$ cat config.mk
export PLATFORM = sky130hd
export DESIGN_NAME = xie_enable_one
export DESIGN_NICKNAME = d
export VERILOG_FILES = /design/src/xie_pkg.sv /design/src/xie_enable_one.sv
export VERILOG_INCLUDE_DIRS = /design/src /design/src/src
export SDC_FILE = /design/constraint.sdc
export NUM_CORES = 1
export LEC_CHECK = 0
export BUFFER_PORTS_ARGS = -buffer_cell sky130_fd_sc_hd__buf_2
export CELL_PAD_IN_SITES_DETAIL_PLACEMENT = 1
export CELL_PAD_IN_SITES_GLOBAL_PLACEMENT = 2
export CORE_UTILIZATION = 18
export DETAILED_ROUTE_END_ITERATION = 10
export PLACE_DENSITY = 0.92
export SLEW_MARGIN = 0
export SYNTH_ARGS = -nofsm -noshare
export SYNTH_HDL_FRONTEND = slang
export SYNTH_SLANG_ARGS = --single-unit
export TNS_END_PERCENT = 10
$ cat constraint.sdc
create_clock -name clock -period 1.35 [get_ports clock]
set_input_delay 0.135 -clock clock [delete_from_list [all_inputs] [get_ports clock]]
set_output_delay 0.135 -clock clock [all_outputs]
set_load 0.01 [all_outputs]
$ cat src/xie_regs.svh
// constants for the peripheral interrupt enable register
// assumes an 8-bit special-function register bus with an 8-bit address
//
// Behaviour
// - bit 7 passes timer three low or high overflow requests
// - bit 5 passes comparator rising or falling requests
// - bit 4 passes all counter array requests
// - bit 3 passes conversion done request
// - bit 2 passes window compare request
// - bit 1 passes clock alarm request
// - bit 0 passes all two-wire port requests
`ifndef XIE_REGS_SVH
`define XIE_REGS_SVH
`define XIE_ENABLE_ADDR 8'hE6
`define XIE_ENABLE_RESET 8'h00
`define XIE_WRITE_MASK 8'hBF
`define XIE_BIT_TIMER 7
`define XIE_BIT_COMPARATOR 5
`define XIE_BIT_COUNTER 4
`define XIE_BIT_CONV_DONE 3
`define XIE_BIT_WINDOW 2
`define XIE_BIT_ALARM 1
`define XIE_BIT_TWOWIRE 0
`endif

$ cat src/xie_pkg.sv
// types for the peripheral interrupt enable register
// assumes the constants header is included by users of the bit positions
`default_nettype none
package xie_pkg;
  // raw source flags as raised by the peripherals
  typedef struct packed {
    logic timer_three_low_overflow_flag;
    logic timer_three_high_overflow_flag;
    logic comparator_rising_flag;
    logic comparator_falling_flag;
    logic counter_array;
    logic conversion_done_flag;
    logic window_compare_flag;
    logic clock_alarm;
    logic twowire_port;
  } xie_flags_s;
  // gated requests toward the processor interrupt logic
  typedef struct packed {
    logic timer_three;
    logic comparator;
    logic counter_array;
    logic conversion_done;
    logic window_compare;
    logic clock_alarm;
    logic twowire_port;
  } xie_req_s;
endpackage : xie_pkg
`default_nettype wire

$ cat src/xie_enable_one.sv
// peripheral interrupt enable register one and its request gating
// holds seven source enables and ands each one with the flags of its source
// assumes the sfr bus and the flags are synchronous to clock
// assumes each flag is a level that its peripheral holds until it is cleared
`include "xie_regs.svh"
`default_nettype none

module xie_enable_one
  import xie_pkg::*;
(
  // clock and reset
  input wire logic clock,
  input wire logic rst,
  // special-function register bus
  input wire logic [7:0] sfr_addr,
  input wire logic sfr_wr,
  input wire logic [7:0] sfr_wdata,
  output logic [7:0] sfr_rdata,
  output logic sfr_hit,
  // peripheral flags
  input var xie_flags_s flags,
  // gated requests and register contents
  output var xie_req_s req,
  output logic [7:0] enable_bits
);

  // ==========================================
  // field positions

  localparam int TIMER_POS = `XIE_BIT_TIMER;
  localparam int COMPARATOR_POS = `XIE_BIT_COMPARATOR;
  localparam int COUNTER_POS = `XIE_BIT_COUNTER;
  localparam int CONV_DONE_POS = `XIE_BIT_CONV_DONE;
  localparam int WINDOW_POS = `XIE_BIT_WINDOW;
  localparam int ALARM_POS = `XIE_BIT_ALARM;
  localparam int TWOWIRE_POS = `XIE_BIT_TWOWIRE;

  // ==========================================
  // helper functions

  // no page term in the decode: the register answers on every page
  function automatic logic xie_addr_hit(
    input logic [7:0] addr
  );
    return addr == `XIE_ENABLE_ADDR;
  endfunction : xie_addr_hit

  // the unused bit never stores a one, so it always reads back zero
  function automatic logic [7:0] xie_store_value(
    input logic [7:0] data
  );
    return data & `XIE_WRITE_MASK;
  endfunction : xie_store_value

  // other addresses read zero so that several registers can share one read bus
  function automatic logic [7:0] xie_read_value(
    input logic hit,
    input logic [7:0] value
  );
    logic [7:0] result;
    result = 8'h00;
    if (hit) begin
      result = value;
    end
    return result;
  endfunction : xie_read_value

  // one enable bit picked out of the register
  function automatic logic xie_field(
    input logic [7:0] value,
    input int pos
  );
    return value[pos];
  endfunction : xie_field

  // a source with a single flag
  function automatic logic xie_gate_one(
    input logic enable,
    input logic flag
  );
    return enable & flag;
  endfunction : xie_gate_one

  // a source with two flags raises one shared request
  function automatic logic xie_gate_two(
    input logic enable,
    input logic flag_a,
    input logic flag_b
  );
    logic any_flag;
    any_flag = flag_a | flag_b;
    return enable & any_flag;
  endfunction : xie_gate_two

  // ==========================================
  // address decode

  logic addr_match;
  logic write_hit;

  assign addr_match = xie_addr_hit(sfr_addr);
  assign write_hit = sfr_wr & addr_match;

  // ==========================================
  // enable register

  logic [7:0] peripheral_irq_enable_one_reg;
  logic [7:0] peripheral_irq_enable_one_next;

  // one write per cycle; the new value shows from the next cycle on
  always_comb begin
    peripheral_irq_enable_one_next = peripheral_irq_enable_one_reg;
    if (write_hit) begin
      peripheral_irq_enable_one_next = xie_store_value(sfr_wdata);
    end
  end

  always_ff @(posedge clock) begin
    if (rst) begin
      peripheral_irq_enable_one_reg <= `XIE_ENABLE_RESET;
    end else begin
      peripheral_irq_enable_one_reg <= peripheral_irq_enable_one_next;
    end
  end

  // ==========================================
  // read path

  // read data is combinational so the value is taken in the cycle of the access
  assign sfr_hit = addr_match;
  assign sfr_rdata = xie_read_value(addr_match, peripheral_irq_enable_one_reg);
  assign enable_bits = peripheral_irq_enable_one_reg;

  // ==========================================
  // enable fields

  logic timer_three_irq_enable;
  logic comparator_irq_enable;
  logic counter_array_irq_enable;
  logic conversion_done_irq_enable;
  logic window_compare_irq_enable;
  logic clock_alarm_irq_enable;
  logic twowire_port_irq_enable;

  // each enable is a plain register bit; nothing else qualifies it here
  assign timer_three_irq_enable =
    xie_field(peripheral_irq_enable_one_reg, TIMER_POS);

  assign comparator_irq_enable =
    xie_field(peripheral_irq_enable_one_reg, COMPARATOR_POS);

  assign counter_array_irq_enable =
    xie_field(peripheral_irq_enable_one_reg, COUNTER_POS);

  assign conversion_done_irq_enable =
    xie_field(peripheral_irq_enable_one_reg, CONV_DONE_POS);

  assign window_compare_irq_enable =
    xie_field(peripheral_irq_enable_one_reg, WINDOW_POS);

  assign clock_alarm_irq_enable =
    xie_field(peripheral_irq_enable_one_reg, ALARM_POS);

  assign twowire_port_irq_enable =
    xie_field(peripheral_irq_enable_one_reg, TWOWIRE_POS);

  // ==========================================
  // request gating

  // no latching here: the peripheral keeps a masked flag set, so the request
  // appears as soon as software sets the enable; clearing stays with the source
  logic timer_three_req;
  logic comparator_req;
  logic counter_array_req;
  logic conversion_done_req;
  logic window_compare_req;
  logic clock_alarm_req;
  logic twowire_port_req;

  always_comb begin
    timer_three_req = xie_gate_two(timer_three_irq_enable,
      flags.timer_three_low_overflow_flag, flags.timer_three_high_overflow_flag);

    comparator_req = xie_gate_two(comparator_irq_enable,
      flags.comparator_rising_flag, flags.comparator_falling_flag);

    counter_array_req = xie_gate_one(counter_array_irq_enable, flags.counter_array);

    conversion_done_req = xie_gate_one(conversion_done_irq_enable,
      flags.conversion_done_flag);

    window_compare_req = xie_gate_one(window_compare_irq_enable,
      flags.window_compare_flag);

    clock_alarm_req = xie_gate_one(clock_alarm_irq_enable, flags.clock_alarm);

    twowire_port_req = xie_gate_one(twowire_port_irq_enable, flags.twowire_port);
  end

  // ==========================================
  // request outputs

  // requests are levels that follow the flags within the same cycle
  always_comb begin
    req.timer_three = timer_three_req;

    req.comparator = comparator_req;

    req.counter_array = counter_array_req;

    req.conversion_done = conversion_done_req;

    req.window_compare = window_compare_req;

    req.clock_alarm = clock_alarm_req;

    req.twowire_port = twowire_port_req;
  end

endmodule : xie_enable_one
`default_nettype wire

==> impl_metrics.ini <==
[outcome]
status = finished with violations
violations = DRC

[clocking]
htree_levels = 1
clockRootBuffer = clkbuf_4
cts_hold_buf = 0
postCtsSetupBuffers = 0
numCtsBuffers = 3
clkTransAtPathRegs_ns = 0.05
clk_latency_ns = 0.24
clockBufferDepth = 2
cts_sinks = 7
post_cts_resized = 0
cts_tree = yes

[detailed_routing]
antenna_left = 0
drt_first_pass_iters = 7
vias = 546
wl_per_cell_um = 11.3
drcViolationCount = 9
wl_mm = 1.53
viasPerCell = 4.04
drtIter0Drc = 17

[global_routing]
overflow = 0
grt_max_degree = 15
globalRouteMet3Util_pct = 2.53
gr-usage-all-layers_pct = 10.7
grt_pass1_vias = 591
antenna_found_initial = 0
gr-usage-met2_pct = 22.8
globalRoute.busiestLayer = met2
grt_pass1_wl_mm = 2.52
grt_use_met1_pct = 8.68

[place]
io_buffer_count = 48
dpl.cell_count = 131
placed_area_um2 = 772
post-place-ws_ns = 0.150
routabilityCongestion = 0.651

[synthesis]
avgSynthCellArea_um2 = 9.28
synthesis.area_um2 = 538
ys_types = 13
ys_warn_count = 0
netlist_instances = 58
ys_seq_area_share_pct = 26.0
ys_ff_latch = 7

[timing]
setup_viol = 0
skew_ns = 0
fin_setup_tns_ns = 0
holdWs_ns = 0.151
finalMaxSlewViolations = 0
hold_viol_final = 0
finalWorstSetupSlack_ns = 0.155
fmax_mhz = 837
period_minus_slack_ns = 1.19
rsz0062_at_grt = no
fin_crit_sh_pct = 88.5

[hold_path]
hold_path.class = in -> reg

[pwr]
p_leak_nw = 0.433
p_total_mw = 0.463
peakVddDrop_mv = 0.169
power_density_nw_per_um2 = 580

[setup_path]
crit_type = in -> out
endpoint_kind = output pin
critPathMaxFanout = 4
crit_arrival_ns = 1.06
critPathRequiredTime_ns = 1.22
cp-start-kind = input port

[layout]
design_area_um2 = 798
final_cell_mix = buf_2 (48), nand2b_1 (14), and2_1 (12), mux2i_1 (7), dfxtp_1 (7)
num-nets-final = 133
stdcell_count = 135
final_common_cell = buf_2
fin_util_pct = 28.5
syn_to_final_growth_pct = 48.4
largest_register_ff_count = 7
diodes = 0
drive_above_1_share_pct = 54.8
fill_cells = 346

[floorplan]
rows = 19
die_x_um = 56.7
die_area_um2 = 3210
dieHeight_um = 56.7
start_util_pct = 19.2
core_um2 = 2810
io_pins = 52

[run]
drv_cap = 0
-- layer usage --
metal	routed length, µm	part of all wire [%]	vias up
met3	109	7.1	2
met4	10	0.66	0
met1	456	30	252
li1	-	-	268
met2	948	62	24
met5	0	0	-
-- final cells by class --
type                       instances  area [µm²]  share of cell area (%)
clock buffer                       4        26.3                    3.29
timing repair buffer              51         263                    32.9
sequential                         7         140                    17.6
multi-input combinational         41         327                    40.9
inverter                           1        3.75                   0.470
tap                               31        38.8                    4.86
-- final timing paths --
check	start	end	slack (ns)	depth (start not counted)
worst min register to register	enable_bits[0]	enable_bits[0]	0.50	2
worst max register to register	enable_bits[4]	enable_bits[4]	0.72	2
worst min-delay path	sfr_wdata[1]	enable_bits[1]	0.15	3
worst max-delay path	sfr_addr[4]	sfr_rdata[7]	0.16	6
-- synthesized netlist by cell type --
master | count | area [µm²]
nand2b_1 | 14 | 87.6
and2_1 | 12 | 75.1
buf_4 | 9 | 67.6
dfxtp_1 | 7 | 140
mux2i_1 | 7 | 70.1
o21a_1 | 2 | 15.0
clkbuf_1 | 1 | 3.75
conb_1 | 1 | 3.75
inv_1 | 1 | 3.75
nand4b_4 | 1 | 23.8
nand4bb_4 | 1 | 27.5
nor2_1 | 1 | 3.75
nor3_4 | 1 | 16.3
-- kinds of logic (layout without fill, tap and decap cells) --
logic type | after synthesis | in the layout | synth area share [%]
buf+inv | 11 | 56 | 14.0
mux | 7 | 7 | 13.0
simple gates | 30 | 30 | 43.5
flops | 7 | 7 | 26.0
compound gates | 2 | 2 | 2.79
other cells | 1 | 2 | 0.697
-- worst max-delay path, stage by stage --
cell       delay (ns)
buf_2            0.10
nand4bb_4        0.23
nor2_1           0.19
buf_4            0.16
and2_1           0.11
buf_2            0.13
-- power breakdown --
group	switching, mW	internal, mW	total [mW]
clock network	0.0732	0.113	0.186
logic	0.0275	0.0422	0.0697
registers	0.000218	0.207	0.207
(Power assumes the default switching activity.)
